### config.mk
export PLATFORM = sky130hd
export DESIGN_NAME = i2c_arbitration_sync_control
export DESIGN_NICKNAME = d
export VERILOG_FILES = /design/src/hw/i2c_pkg.sv /design/src/hw/scl_gen_if.sv /design/src/hw/glitch_filter.sv /design/src/hw/scl_clock_gen.sv /design/src/hw/i2c_arbitration_sync_control.sv
export SDC_FILE = /design/constraint.sdc
export NUM_CORES = 1
export LEC_CHECK = 0
export ABC_AREA = 1
export ABC_CLOCK_PERIOD_IN_PS = 4000
export BUFFER_PORTS_ARGS = -buffer_cell sky130_fd_sc_hd__buf_2
export CELL_PAD_IN_SITES_DETAIL_PLACEMENT = 1
export CELL_PAD_IN_SITES_GLOBAL_PLACEMENT = 2
export CORE_MARGIN = 1
export CORE_UTILIZATION = 37
export CTS_CLUSTER_DIAMETER = 60
export CTS_CLUSTER_SIZE = 8
export DETAILED_ROUTE_END_ITERATION = 8
export PLACE_DENSITY = 0.79
export SLEW_MARGIN = 20
export SYNTH_ARGS = -nofsm -noshare
export SYNTH_HDL_FRONTEND = slang
export SYNTH_HIERARCHICAL = 1
export SYNTH_SLANG_ARGS = --single-unit
### constraint.sdc
create_clock -name clk -period 4 [get_ports clk]
set_input_delay 0.4 -clock clk [delete_from_list [all_inputs] [get_ports clk]]
set_output_delay 0.4 -clock clk [all_outputs]
set_load 0.005 [all_outputs]
### src/hw/i2c_pkg.sv
package i2c_pkg;

  // Register port map, byte-wide registers; the control word has a set port and a clear port
  localparam int ADDR_W = 4;
  localparam logic [3:0] REG_CONTROL_SET_PORT = 4'h0;
  localparam logic [3:0] REG_CONDITION_CODE = 4'h1;
  localparam logic [3:0] REG_SHIFT_BYTE = 4'h2;
  localparam logic [3:0] REG_LOW_PERIOD_COUNT = 4'h3;
  localparam logic [3:0] REG_HIGH_PERIOD_COUNT = 4'h4;
  localparam logic [3:0] REG_OWN_ADDRESS = 4'h5;
  localparam logic [3:0] REG_CONTROL_CLEAR_PORT = 4'h6;

  // Control word fields
  localparam int BIT_BUS_ENABLE = 6;
  localparam int BIT_BEGIN_REQUEST = 5;
  localparam int BIT_HALT_REQUEST = 4;
  localparam int BIT_INT_FLAG = 3;
  localparam int BIT_ACK_ASSERT = 2;
  localparam logic [7:0] CONTROL_MASK = 8'h7C;

  // Reset values
  localparam logic [7:0] CONTROL_RESET = 8'h00;
  localparam logic [7:0] LOW_PERIOD_RESET = 8'h04;
  localparam logic [7:0] HIGH_PERIOD_RESET = 8'h04;
  localparam logic [7:0] OWN_ADDRESS_RESET = 8'h00;
  localparam logic [7:0] SHIFT_BYTE_RESET = 8'h00;

  // Input filter depth in clock cycles
  localparam int FILTER_LEN = 3;

  // Condition codes, five bits; the register shows them times eight
  localparam logic [4:0] CODE_START = 5'h01;
  localparam logic [4:0] CODE_RSTART = 5'h02;
  localparam logic [4:0] CODE_TX_ADDR_ACK = 5'h03;
  localparam logic [4:0] CODE_TX_ADDR_NACK = 5'h04;
  localparam logic [4:0] CODE_TX_DATA_ACK = 5'h05;
  localparam logic [4:0] CODE_TX_DATA_NACK = 5'h06;
  localparam logic [4:0] CODE_ARB_LOST = 5'h07;
  localparam logic [4:0] CODE_RX_ADDR_ACK = 5'h08;
  localparam logic [4:0] CODE_RX_ADDR_NACK = 5'h09;
  localparam logic [4:0] CODE_RX_DATA_ACK = 5'h0A;
  localparam logic [4:0] CODE_RX_DATA_NACK = 5'h0B;
  localparam logic [4:0] CODE_SLV_W_LOST = 5'h0D;
  localparam logic [4:0] CODE_GCALL_LOST = 5'h0F;
  localparam logic [4:0] CODE_SLV_R_LOST = 5'h16;
  localparam logic [4:0] CODE_IDLE = 5'h1F;

  localparam logic [3:0] ACK_BIT = 4'h8;

  typedef enum logic [2:0] {
    PH_LOW = 3'b001,
    PH_WAIT = 3'b010,
    PH_HIGH = 3'b100
  } phase_t;

  typedef enum logic [8:0] {
    ST_IDLE = 9'h001,
    ST_START = 9'h002,
    ST_HOLD = 9'h004,
    ST_XFER = 9'h008,
    ST_STOP_LO = 9'h010,
    ST_STOP_HI = 9'h020,
    ST_RS_LO = 9'h040,
    ST_RS_HI = 9'h080,
    ST_SLAVE = 9'h100
  } ctl_state_t;

  // A phase of lim cycles, at least one, is over
  function automatic logic period_done(input logic [7:0] cnt, input logic [7:0] lim);
    period_done = ({1'b0, cnt} + 9'h001) >= {1'b0, lim};
  endfunction

endpackage

### src/hw/scl_gen_if.sv
`timescale 1ns/1ps
interface scl_gen_if;
  logic en;
  logic hold;
  logic scl_line;
  logic [7:0] low_cnt;
  logic [7:0] high_cnt;
  logic drive_low;
  logic rise_evt;
  logic fall_evt;
  modport gen (input en, input hold, input scl_line, input low_cnt, input high_cnt,
               output drive_low, output rise_evt, output fall_evt);
  modport ctl (output en, output hold, output scl_line, output low_cnt, output high_cnt,
               input drive_low, input rise_evt, input fall_evt);
endinterface

### src/hw/glitch_filter.sv
`timescale 1ns/1ps
module glitch_filter
  import i2c_pkg::*;
(
  // Clock and reset
  input wire logic clk,
  input wire logic sys_rst,
  // Line in and filtered level out
  input wire logic raw,
  output logic filt
);

  logic meta_q;
  logic sync_q;
  logic [FILTER_LEN-1:0] hist_q;
  logic filt_q;
  wire all_one = &hist_q;
  wire all_zero = ~|hist_q;

  // Idle bus is high, so everything resets high
  always_ff @(posedge clk or posedge sys_rst) begin
    if (sys_rst) begin
      meta_q <= 1'b1;
      sync_q <= 1'b1;
      hist_q <= '1;
      filt_q <= 1'b1;
    end else begin
      meta_q <= raw;
      sync_q <= meta_q;
      hist_q <= {hist_q[FILTER_LEN-2:0], sync_q};
      if (all_one) begin
        filt_q <= 1'b1;
      end else if (all_zero) begin
        filt_q <= 1'b0;
      end
    end
  end

  assign filt = filt_q;
endmodule

### src/hw/scl_clock_gen.sv
`timescale 1ns/1ps
module scl_clock_gen
  import i2c_pkg::*;
(
  // Clock and reset
  input wire logic clk,
  input wire logic sys_rst,
  // Controller side
  scl_gen_if.gen cg
);

  phase_t ph_q;
  phase_t ph_d;
  logic [7:0] cnt_q;
  logic [7:0] cnt_d;

  wire low_over = period_done(cnt_q, cg.low_cnt);
  wire high_over = period_done(cnt_q, cg.high_cnt);

  always_comb begin
    ph_d = ph_q;
    cnt_d = cnt_q + 8'h01;
    if (!cg.en) begin
      ph_d = PH_LOW;
      cnt_d = 8'h00;
    end else begin
      case (ph_q)
        PH_LOW: begin
          if (cg.hold) begin
            cnt_d = 8'h00;
          // Own low reaches the filtered line late; leaving earlier reads the old high as a release
          end else if (low_over && !cg.scl_line) begin
            ph_d = PH_WAIT;
            cnt_d = 8'h00;
          end
        end
        PH_WAIT: begin
          // Another party may keep the line low as long as it likes
          cnt_d = 8'h00;
          if (cg.scl_line) begin
            ph_d = PH_HIGH;
          end
        end
        PH_HIGH: begin
          if (!cg.scl_line || high_over) begin
            ph_d = PH_LOW;
            cnt_d = 8'h00;
          end
        end
        default: begin
          ph_d = PH_LOW;
          cnt_d = 8'h00;
        end
      endcase
    end
  end

  always_ff @(posedge clk or posedge sys_rst) begin
    if (sys_rst) begin
      ph_q <= PH_LOW;
      cnt_q <= 8'h00;
    end else begin
      ph_q <= ph_d;
      cnt_q <= cnt_d;
    end
  end

  assign cg.drive_low = cg.en && (ph_q == PH_LOW);
  assign cg.rise_evt = cg.en && (ph_q == PH_WAIT) && cg.scl_line;
  assign cg.fall_evt = cg.en && (ph_q == PH_HIGH) && (ph_d == PH_LOW);
endmodule

### src/hw/i2c_arbitration_sync_control.sv
`timescale 1ns/1ps
module i2c_arbitration_sync_control
  import i2c_pkg::*;
(
  // Clock and reset
  input wire logic clk,
  input wire logic sys_rst,
  // Register port
  input wire logic [ADDR_W-1:0] reg_addr,
  input wire logic [7:0] reg_wdata,
  input wire logic reg_wr,
  input wire logic reg_rd,
  output logic [7:0] reg_rdata,
  // Serial clock pin
  input wire logic scl_in,
  output logic scl_out,
  output logic scl_oe,
  // Serial data pin
  input wire logic sda_in,
  output logic sda_out,
  output logic sda_oe
);

  scl_gen_if cg ();

  logic scl_f;
  logic sda_f;
  logic scl_p_q;
  logic sda_p_q;
  logic busy_q;
  logic [7:0] ctl_q;
  logic [7:0] ctl_d;
  logic [7:0] low_q;
  logic [7:0] high_q;
  logic [7:0] own_q;
  logic [7:0] shift_q;
  logic [7:0] shift_d;
  logic [4:0] code_q;
  logic [4:0] code_d;
  ctl_state_t st_q;
  ctl_state_t st_d;
  logic [7:0] cnt_q;
  logic [7:0] cnt_d;
  logic [3:0] bit_q;
  logic [3:0] bit_d;
  logic rx_q;
  logic rx_d;
  logic first_q;
  logic first_d;
  logic lost_q;
  logic lost_d;
  logic rs_q;
  logic rs_d;
  logic rel_q;
  logic rel_d;
  logic ack_q;
  logic ack_d;
  logic si_set;
  logic halt_done;
  logic [7:0] rdata_q;
  logic scl_oe_q;
  logic sda_oe_q;
  logic scl_out_q;
  logic sda_out_q;

  glitch_filter u_scl_filter (
    .clk(clk),
    .sys_rst(sys_rst),
    .raw(scl_in),
    .filt(scl_f)
  );

  glitch_filter u_sda_filter (
    .clk(clk),
    .sys_rst(sys_rst),
    .raw(sda_in),
    .filt(sda_f)
  );

  scl_clock_gen u_clock_gen (
    .clk(clk),
    .sys_rst(sys_rst),
    .cg(cg)
  );

  // Register port decode
  wire wr_set = reg_wr && (reg_addr == REG_CONTROL_SET_PORT);
  wire wr_clr = reg_wr && (reg_addr == REG_CONTROL_CLEAR_PORT);
  wire wr_shift = reg_wr && (reg_addr == REG_SHIFT_BYTE);
  wire wr_low = reg_wr && (reg_addr == REG_LOW_PERIOD_COUNT);
  wire wr_high = reg_wr && (reg_addr == REG_HIGH_PERIOD_COUNT);
  wire wr_own = reg_wr && (reg_addr == REG_OWN_ADDRESS);
  wire si_q = ctl_q[BIT_INT_FLAG];
  wire [7:0] status_val = si_q ? {code_q, 3'b000} : {CODE_IDLE, 3'b000};
  wire [7:0] rd_val =
    (reg_addr == REG_CONTROL_SET_PORT) ? ctl_q :
    (reg_addr == REG_CONDITION_CODE) ? status_val :
    (reg_addr == REG_SHIFT_BYTE) ? shift_q :
    (reg_addr == REG_LOW_PERIOD_COUNT) ? low_q :
    (reg_addr == REG_HIGH_PERIOD_COUNT) ? high_q :
    (reg_addr == REG_OWN_ADDRESS) ? own_q : 8'h00;

  // Bus condition detection on filtered lines
  wire start_det = scl_f && scl_p_q && sda_p_q && !sda_f;
  wire stop_det = scl_f && scl_p_q && !sda_p_q && sda_f;
  wire go = ctl_q[BIT_BUS_ENABLE] && ctl_q[BIT_BEGIN_REQUEST] && !si_q && !busy_q;
  wire rise = cg.rise_evt && (st_q == ST_XFER);
  wire fall = cg.fall_evt && (st_q == ST_XFER);
  wire data_rx = rx_q && !first_q;
  wire released = !sda_oe_q;
  wire arb_tx_lost = rise && !data_rx && !lost_q && (bit_q < ACK_BIT) && released && !sda_f;
  wire arb_rx_lost = rise && data_rx && !lost_q && (bit_q == ACK_BIT) && released && !sda_f;
  wire own_match = shift_q[7:1] == own_q[7:1];
  wire gcall_match = own_q[0] && (shift_q == 8'h00);
  wire slave_ok = first_q && ctl_q[BIT_ACK_ASSERT] && (own_match || gcall_match);
  wire ack_rel = lost_q ? !slave_ok : (data_rx ? !ctl_q[BIT_ACK_ASSERT] : 1'b1);
  wire [4:0] lost_code = !rel_q ? (gcall_match ? CODE_GCALL_LOST :
                         (shift_q[0] ? CODE_SLV_R_LOST : CODE_SLV_W_LOST)) : CODE_ARB_LOST;
  wire [4:0] byte_code = first_q ?
    (shift_q[0] ? (ack_q ? CODE_RX_ADDR_ACK : CODE_RX_ADDR_NACK)
                : (ack_q ? CODE_TX_ADDR_ACK : CODE_TX_ADDR_NACK)) :
    (rx_q ? (rel_q ? CODE_RX_DATA_NACK : CODE_RX_DATA_ACK)
          : (ack_q ? CODE_TX_DATA_ACK : CODE_TX_DATA_NACK));
  wire scl_low_want =
    ((st_q == ST_XFER) || (st_q == ST_HOLD)) ? cg.drive_low :
    ((st_q == ST_STOP_LO) || (st_q == ST_RS_LO)) ? 1'b1 :
    (st_q == ST_SLAVE) ? si_q : 1'b0;
  // During a transfer, data may only move while our own clock low is already on the wire
  wire sda_oe_d = ((st_q == ST_XFER) && !scl_oe_q) ? sda_oe_q : !rel_q;

  assign cg.en = (st_q == ST_XFER) || (st_q == ST_HOLD);
  assign cg.hold = (st_q == ST_HOLD);
  assign cg.scl_line = scl_f;
  assign cg.low_cnt = low_q;
  assign cg.high_cnt = high_q;

  // Shift register: software load, bus bits enter at the right
  assign shift_d = wr_shift ? reg_wdata :
                   (rise && (bit_q < ACK_BIT)) ? {shift_q[6:0], sda_f} : shift_q;

  // Control word; the hardware flag set is applied last so it wins
  always_comb begin
    ctl_d = ctl_q;
    if (halt_done) begin
      ctl_d[BIT_HALT_REQUEST] = 1'b0;
    end
    if (wr_set) begin
      ctl_d = ctl_d | (reg_wdata & CONTROL_MASK);
    end
    if (wr_clr) begin
      ctl_d = ctl_d & ~(reg_wdata & CONTROL_MASK);
    end
    if (si_set) begin
      ctl_d[BIT_INT_FLAG] = 1'b1;
    end
  end

  always_comb begin
    st_d = st_q;
    cnt_d = cnt_q;
    bit_d = bit_q;
    rx_d = rx_q;
    first_d = first_q;
    lost_d = lost_q;
    rs_d = rs_q;
    rel_d = rel_q;
    ack_d = ack_q;
    code_d = code_q;
    si_set = 1'b0;
    halt_done = 1'b0;
    case (st_q)
      ST_IDLE: begin
        rel_d = 1'b1;
        cnt_d = 8'h00;
        if (go) begin
          st_d = ST_START;
        end
      end
      ST_START: begin
        rel_d = 1'b0;
        cnt_d = cnt_q + 8'h01;
        if (period_done(cnt_q, high_q)) begin
          st_d = ST_HOLD;
          si_set = 1'b1;
          code_d = rs_q ? CODE_RSTART : CODE_START;
          first_d = 1'b1;
          rx_d = 1'b0;
          lost_d = 1'b0;
          rs_d = 1'b0;
        end
      end
      ST_HOLD: begin
        cnt_d = 8'h00;
        if (!si_q) begin
          if (ctl_q[BIT_HALT_REQUEST]) begin
            st_d = ST_STOP_LO;
          end else if (ctl_q[BIT_BEGIN_REQUEST]) begin
            st_d = ST_RS_LO;
          end else begin
            st_d = ST_XFER;
            bit_d = 4'h0;
            rel_d = data_rx ? 1'b1 : shift_q[7];
          end
        end
      end
      ST_XFER: begin
        if (arb_tx_lost || arb_rx_lost) begin
          lost_d = 1'b1;
        end
        if (rise && (bit_q == ACK_BIT)) begin
          ack_d = !sda_f;
        end
        if (fall && (bit_q == ACK_BIT)) begin
          si_set = 1'b1;
          first_d = 1'b0;
          if (lost_q) begin
            st_d = ST_SLAVE;
            rel_d = !rel_q ? 1'b0 : 1'b1;
            code_d = lost_code;
          end else begin
            st_d = ST_HOLD;
            code_d = byte_code;
            rx_d = first_q ? shift_q[0] : rx_q;
          end
        end else if (fall) begin
          bit_d = bit_q + 4'h1;
          rel_d = (bit_q == 4'h7) ? ack_rel : ((lost_q || data_rx) ? 1'b1 : shift_q[7]);
        end
      end
      ST_STOP_LO: begin
        rel_d = 1'b0;
        cnt_d = cnt_q + 8'h01;
        if (period_done(cnt_q, low_q)) begin
          st_d = ST_STOP_HI;
          cnt_d = 8'h00;
        end
      end
      ST_STOP_HI: begin
        cnt_d = scl_f ? cnt_q + 8'h01 : 8'h00;
        if (scl_f && period_done(cnt_q, high_q)) begin
          st_d = ST_IDLE;
          rel_d = 1'b1;
          halt_done = 1'b1;
        end
      end
      ST_RS_LO: begin
        rel_d = 1'b1;
        cnt_d = cnt_q + 8'h01;
        if (period_done(cnt_q, low_q)) begin
          st_d = ST_RS_HI;
          cnt_d = 8'h00;
        end
      end
      ST_RS_HI: begin
        cnt_d = scl_f ? cnt_q + 8'h01 : 8'h00;
        if (scl_f && period_done(cnt_q, high_q)) begin
          st_d = ST_START;
          cnt_d = 8'h00;
          rs_d = 1'b1;
        end
      end
      ST_SLAVE: begin
        // Further slave bytes are handled elsewhere; the ack is held only while flagged
        if (!si_q) begin
          st_d = ST_IDLE;
          rel_d = 1'b1;
        end
      end
      default: begin
        st_d = ST_IDLE;
        rel_d = 1'b1;
      end
    endcase
    if (!ctl_q[BIT_BUS_ENABLE]) begin
      st_d = ST_IDLE;
      rel_d = 1'b1;
    end
  end

  always_ff @(posedge clk or posedge sys_rst) begin
    if (sys_rst) begin
      ctl_q <= CONTROL_RESET;
      low_q <= LOW_PERIOD_RESET;
      high_q <= HIGH_PERIOD_RESET;
      own_q <= OWN_ADDRESS_RESET;
      shift_q <= SHIFT_BYTE_RESET;
    end else begin
      ctl_q <= ctl_d;
      shift_q <= shift_d;
      if (wr_low) begin
        low_q <= reg_wdata;
      end
      if (wr_high) begin
        high_q <= reg_wdata;
      end
      if (wr_own) begin
        own_q <= reg_wdata;
      end
    end
  end

  always_ff @(posedge clk or posedge sys_rst) begin
    if (sys_rst) begin
      st_q <= ST_IDLE;
      cnt_q <= 8'h00;
      bit_q <= 4'h0;
      rx_q <= 1'b0;
      first_q <= 1'b0;
      lost_q <= 1'b0;
      rs_q <= 1'b0;
      rel_q <= 1'b1;
      ack_q <= 1'b0;
    end else begin
      st_q <= st_d;
      cnt_q <= cnt_d;
      bit_q <= bit_d;
      rx_q <= rx_d;
      first_q <= first_d;
      lost_q <= lost_d;
      rs_q <= rs_d;
      rel_q <= rel_d;
      ack_q <= ack_d;
    end
  end

  // Code moves only when the flag is raised by hardware
  always_ff @(posedge clk or posedge sys_rst) begin
    if (sys_rst) begin
      code_q <= CODE_IDLE;
    end else if (si_set) begin
      code_q <= code_d;
    end
  end

  always_ff @(posedge clk or posedge sys_rst) begin
    if (sys_rst) begin
      scl_p_q <= 1'b1;
      sda_p_q <= 1'b1;
      busy_q <= 1'b0;
    end else begin
      scl_p_q <= scl_f;
      sda_p_q <= sda_f;
      if (start_det) begin
        busy_q <= 1'b1;
      end else if (stop_det) begin
        busy_q <= 1'b0;
      end
    end
  end

  always_ff @(posedge clk or posedge sys_rst) begin
    if (sys_rst) begin
      rdata_q <= 8'h00;
      scl_oe_q <= 1'b0;
      sda_oe_q <= 1'b0;
      scl_out_q <= 1'b0;
      sda_out_q <= 1'b0;
    end else begin
      rdata_q <= reg_rd ? rd_val : 8'h00;
      scl_oe_q <= scl_low_want;
      sda_oe_q <= sda_oe_d;
      scl_out_q <= 1'b0;
      sda_out_q <= 1'b0;
    end
  end

  assign reg_rdata = rdata_q;
  assign scl_oe = scl_oe_q;
  assign sda_oe = sda_oe_q;
  assign scl_out = scl_out_q;
  assign sda_out = sda_out_q;
endmodule

==> run metrics, run 1 <==
CP bufs+invs 3; slowest stage delay, CP 0.45 ns; total gr overflow 0; Hold WS between 0.1 and 0.15 ns; Final Net Count roughly 940; Critical Path End st_q[3]; clock skew roughly 0.0094 ns; Netlist Area Pre-Place between 6000 and 7000 sq um; number of global-route vias before repair about 6300; Yosys Warn Count 6; Slowest-stage cell, CP dfrtp_2; vias after detailed routing between 5000 and 6000; Clock Latency Late Sink 0.37 ns; Core Area ~17000 sq um; Top FF cell, synth dfrtp_1; CP Data Required Time roughly 4.3 ns; DR pass1 iterations 4; RR Endpoint st_q[3]; total power ~0.0033 W; CP Class flip-flop to flip-flop; deepest clock path buffer count 2; Worst Path Arrival 3.87 ns; crit path launch u_clock_gen/cnt_q[0]; most frequent cells in the layout 180 x nand2_1, 136 x inv_1, 80 x dfrtp_1, 75 x nor2_1, 57 x nand3_1; layout cell share with drive strength beyond 1 0.141; dpl hpwl 16.2 mm; Mapped Cells between 800 and 900; Ports 30; worst relative slew slack 0.345; f_max roughly 280 MHz; status completed; Via density 5.26; setup ws final roughly 0.44 ns; GRT Overall Usage 0.243; initial DRC count 303; Hold/Removal Path Class input pin to asynchronous set/reset pin; ys async rst share 1.00; initial core utilization 0.378; sequential area share after synthesis 0.406; R2R Setup Slk approximately 0.44 ns; clock root buffer clkbuf_16; Avg Cell Area, Syn ~7.7 sq um; unrepaired setup endpoints after global routing no; largest net degree at the start of global routing between 40 and 50; Die Wd approximately 140 microns; H-tree levels 3; DRC violations left 0; wirelength, routed around 20 mm; Reg clk slew, reported paths approximately 0.080 ns; post-synth top area cell dfrtp_1; Max VDD drop about 0.27 mV; Synth area leaders dfrtp_1 31%, nand2_1 10%, dfstp_2 9.6%; Final Max Tran Viols 0; Worst setup SP type flip-flop; post-route ant nets 0; r2r worst-path depth 29; post-CTS setup buffer count 0; Post-Route Utilization 0.419; MaxCap Viol Count 0; Lkg Pwr 3.68 nW; first-pass GRT wire length 33.6 mm; EDFF count, synth 0; Unique masters post-synth 50; die height ~140 microns; final hold viol count 0; Slew @ Worst Pin just under 1 ns; largest delay contributor family on the critical path simple AND/OR/NAND/NOR gates; initial antenna violation count 0; final setup violation count 0; clock sink count around 110; setup TNS 0 ns; CTS tree yes; hold buffer count at cts 0; area share of the largest cell type after synthesis 0.310; Final period util 0.890; Setup Slack @ Placement around 0.46 ns; leading cell type in the layout, fill and taps excluded nand2_1; PD cells approximately 460 nW/um^2; critical-path maximum fanout 5; Worst path most repeated cell nand2_1; Seq cells post-synth 105; die area about 18000 sq um; Area Growth Syn to Fin 10.8%; RR Startpoint u_clock_gen/cnt_q[0]; Final min period 3.56 ns; PortBufs 27; number of antenna diodes 0; WL per Instance about 18 microns; stages on the worst setup path 29; row count between 40 and 50; Critical Path End Type flip-flop; gp weighted congestion a little under 0.9; number of CTS-inserted buffers 9
kinds of logic after synthesis:
group           Yosys count  share of synthesized area
flops                   105                      0.406
fa+ha+maj                38                     0.0726
buf+inv                 158                     0.0927
compound gates          145                      0.126
simple gates            385                      0.276
xor+xnor                 16                     0.0214
other cells               1                   0.000573
mux                       2                    0.00382
metrics by stage:
step                std cells  cell area, sq um
detailed placement       1096              6930
global route             1112              7250
global placement         1096              6930
CTS                      1112              7250
floorplan                 851              6550
finish                   1112              7250
per-layer routing:
layer / GRT usage / wire length (microns) / vias to the layer above
met4: 0.0668 / 346 / 0
li1: - / - / 2827
met1: 0.326 / 9380 / 2905
met3: 0.0379 / 701 / 22
met2: 0.403 / 9710 / 93
met5: 0 / 0 / -
cells in the mapped netlist (all sizes together), types with 7 or more instances:
cell type	instances
a21oi	52
dfrtp	81
dfstp	24
ha	38
inv	148
nand2	189
nand3	61
nand4	17
nor2	92
nor3	21
o21ai	60
xnor2	9
xor2	7
state kept, by name (all words and copies together), names as in the netlist, 2 cells and up, named ones only:
name	count
cg.low_cnt	8
reg_rdata	8
u_clock_gen/ph_q	3
u_clock_gen/cnt_q	8
cg.high_cnt	8
ctl_q	2
bit_q	4
u_scl_filter/hist_q	3
code_q	5
shift_q	8
cnt_q	8
u_sda_filter/hist_q	3
own_q	8
st_q	9
cell type report:
cell class	count	area, sq um
repair buffers	28	143
multi-input cells	588	3290
flip-flops and latches	105	2660
well taps	225	282
clock inverters	6	65.1
fillers	2198	10000
clock buffers	10	250
inverters	150	564
what timing repair did:
item,in CTS,in global routing
hold endpoints to repair,0,0
resized for setup,0,2
setup endpoints to repair,0,8
where the power goes:
| group | switching (W) | internal [W] |
|---|---|---|
| logic | 0.000626 | 0.000310 |
| clock network | 0.000459 | 0.000480 |
| registers | 0.000198 | 0.00123 |
worst min path at each step:
stage                         from                endpoint  slack (ns)  depth (start not counted)
2_1_floorplan              sys_rst    u_clock_gen/cnt_q[0]        0.25                          1
3_3_place_gp   u_scl_filter/sync_q  u_scl_filter/hist_q[0]        0.35                          0
3_5_place_dp   u_sda_filter/meta_q     u_sda_filter/sync_q        0.35                          0
4_1_cts                     sda_in     u_sda_filter/meta_q        0.10                          1
5_1_grt                     sda_in     u_sda_filter/meta_q        0.10                          1
6_report                   sys_rst     u_clock_gen/ph_q[1]        0.12                          2
Note: power is estimated with default switching activity, not from simulation.
==> run 2: changes to the inputs <==
CORE_UTILIZATION = 25   (was 37)
PLACE_DENSITY = 0.57   (was 0.79)
SKIP_CTS_REPAIR_TIMING = 1   (was not set)
==> run 2 against run 1 <==
Routed wire length increased by 9.7%; highest routed layer unchanged; global-route usage down 6.7 points; power is 0.66% higher; final cell count rose by 9.5%; non-clock buffer count up 1.
==> run metrics, run 2 (synthesis results as in run 1) <==
Area Growth Syn to Fin 12.7%; dpl hpwl 17.8 mm (+9.7%); Via density 4.73 (-10%); die area 26800 sq um (+47%); layout cell share with drive strength beyond 1 0.140 (-0.00128); gp weighted congestion 0.843 (-4.0%); Seq pwr share 0.435 (+0.002); NetSw 0.00133 W (+4.0%); PortBufs 27 (unchanged); Final Max Tran Viols 0 (unchanged); P_int 0.00199 W (-1.5%); crit path launch u_clock_gen/cnt_q[0]; worst relative slew slack 0.340 (-0.00460); Final period util 0.905 (+0.0150); number of global-route vias before repair 6285 (+0.30%); Seq. cell area 2660 sq um (about the same); most frequent cells in the layout 180 x nand2_1, 136 x inv_1, 81 x dfrtp_1, 76 x nor2_1, 57 x nand3_1; area of the multi-input gates 3280 sq um (about the same); Hold WS 0.111 ns (-0.00938 ns); number of fill cells 3113 (+42%); initial antenna violation count 0 (unchanged); Slew @ Worst Pin 0.983 ns (+0.00296 ns); initial core utilization 0.258 (-0.121); leading cell type in the layout, fill and taps excluded nand2_1; first-pass GRT wire length 35.6 mm (+5.9%); vias after detailed routing 5760 (-1.5%); max FFs per register 9 (unchanged); die height 164 microns (+21%); RR Startpoint u_clock_gen/cnt_q[0]; post-route ant nets 0 (unchanged); setup TNS 0 ns (unchanged); DRC violations left 0 (unchanged); total gr overflow 0 (unchanged); Reg clk slew, reported paths 0.09 ns (about the same); Ports 30 (unchanged); largest net degree at the start of global routing 47 (+6.8%); critical-path maximum fanout 5 (unchanged); status completed; GRT Overall Usage 0.176 (-0.0665); Clock Latency Late Sink 0.37 ns (about the same); combinational share of power 0.282 (about the same); Hold/Removal Path Class input pin to flip-flop; Final min period 3.62 ns (+0.0601 ns); Worst setup SP type flip-flop; total power 0.00333 W (+0.66%); Die Wd 164 microns (+21%); clock root buffer clkbuf_16; hold_sp scl_in; wirelength, routed 22.1 mm (+9.7%); Worst Path Arrival 3.92 ns (+0.05 ns); row count 58 (+21%); initial DRC count 216 (-29%); final setup violation count 0 (unchanged); CP Data Required Time 4.30 ns (about the same); f_max 276 MHz (-1.7%); Critical Path End Type flip-flop; unrepaired setup endpoints after global routing no; Core Area 25400 sq um (+47%); clock share of power 0.284 (about the same); CP Class flip-flop to flip-flop; DR pass1 iterations 4 (unchanged); number of CTS-inserted buffers 9 (unchanged); MaxCap Viol Count 0 (unchanged); Top reg by flops st_q; clock skew 0.0175 ns (+0.00811 ns); WL per Instance 18.1 microns (+0.17%); final hold viol count 0 (unchanged); Post-Layout Cell Count 1218 (+9.5%); clock sink count 105 (unchanged); Max VDD drop 0.195 mV (-27%); deepest clock path buffer count 2 (unchanged); Lkg Pwr 3.68 nW (about the same); number of antenna diodes 0 (unchanged); Inst Count DP 1202 (+9.7%); Final Net Count 939 (+0.11%); CTS tree yes; PD cells 451 nW/um^2 (-1.1%); Sw Share 0.401 (+0.0130); H-tree levels 3 (unchanged)
[run 2: path summary, 6_finish.rpt]
path                       depth (start not counted)                     end  slack [ns]
setup / recovery                                  26                 st_q[3]        0.38
hold / removal                                     1     u_scl_filter/meta_q        0.11
setup reg to reg                                  26                 st_q[3]        0.38
hold reg to reg                                    0  u_sda_filter/hist_q[0]        0.36
max in group asynchronous                          3           cg.low_cnt[2]        2.84
min in group asynchronous                          2     u_clock_gen/ph_q[2]        0.15
[run 2: cell type report]
| cell class | count | share of cell area |
|---|---|---|
| clock inverters | 7 | 0.0110 |
| clock buffers | 9 | 0.0305 |
| repair buffers | 29 | 0.0204 |
| inverters | 150 | 0.0765 |
| well taps | 330 | 0.0560 |
| multi-input cells | 588 | 0.445 |
| flip-flops and latches | 105 | 0.360 |
[run 2: critical path, stage by stage (launching register included)]
cell and delay, ns:
dfrtp_1 0.44, ha_1 0.22, nand2_1 0.09, nor2_4 0.14, nand3_1 0.10, xor2_1 0.19
ha_1 0.34, nand2_1 0.08, clkinv_1 0.07, nand3_2 0.08, nor2_1 0.23, nor2_4 0.06
nand4_4 0.09, nand2_1 0.07, nand3_1 0.12, nand2_1 0.09, inv_1 0.13, nand2_1 0.10
nand3_1 0.10, nand2_1 0.05, nor2_1 0.13, nand2_1 0.07, nor2_1 0.16, nand2_2 0.13
nand2_2 0.12, nand2_1 0.08, nand2_1 0.07
[run 2: metal layers]
metal	routed length (microns)	GRT usage
met5	0	0
met4	322	0.0484
met3	474	0.0245
met2	10500	0.295
met1	10800	0.235
[run 2: stage by stage]
stage	setup slack, ns	utilization	instance area (sq um)
6_report	0.381	0.290	7380
5_1_grt	0.00189	0.290	7380
4_1_cts	0.364	0.290	7380
3_5_place_dp	0.371	0.278	7070
3_3_place_gp	0.594	0.278	7070
2_1_floorplan	1.01	-	6550
[run 2: power by group through the flow]
stage                     sequential, W  combinational, W  clock, W
after global placement          0.00147          0.000922         0
final                           0.00145          0.000937  0.000944
after detailed placement        0.00147          0.000955         0
after floorplan                 0.00137          0.000681         0
after CTS                       0.00145          0.000959  0.000984
after global routing            0.00148           0.00109   0.00101
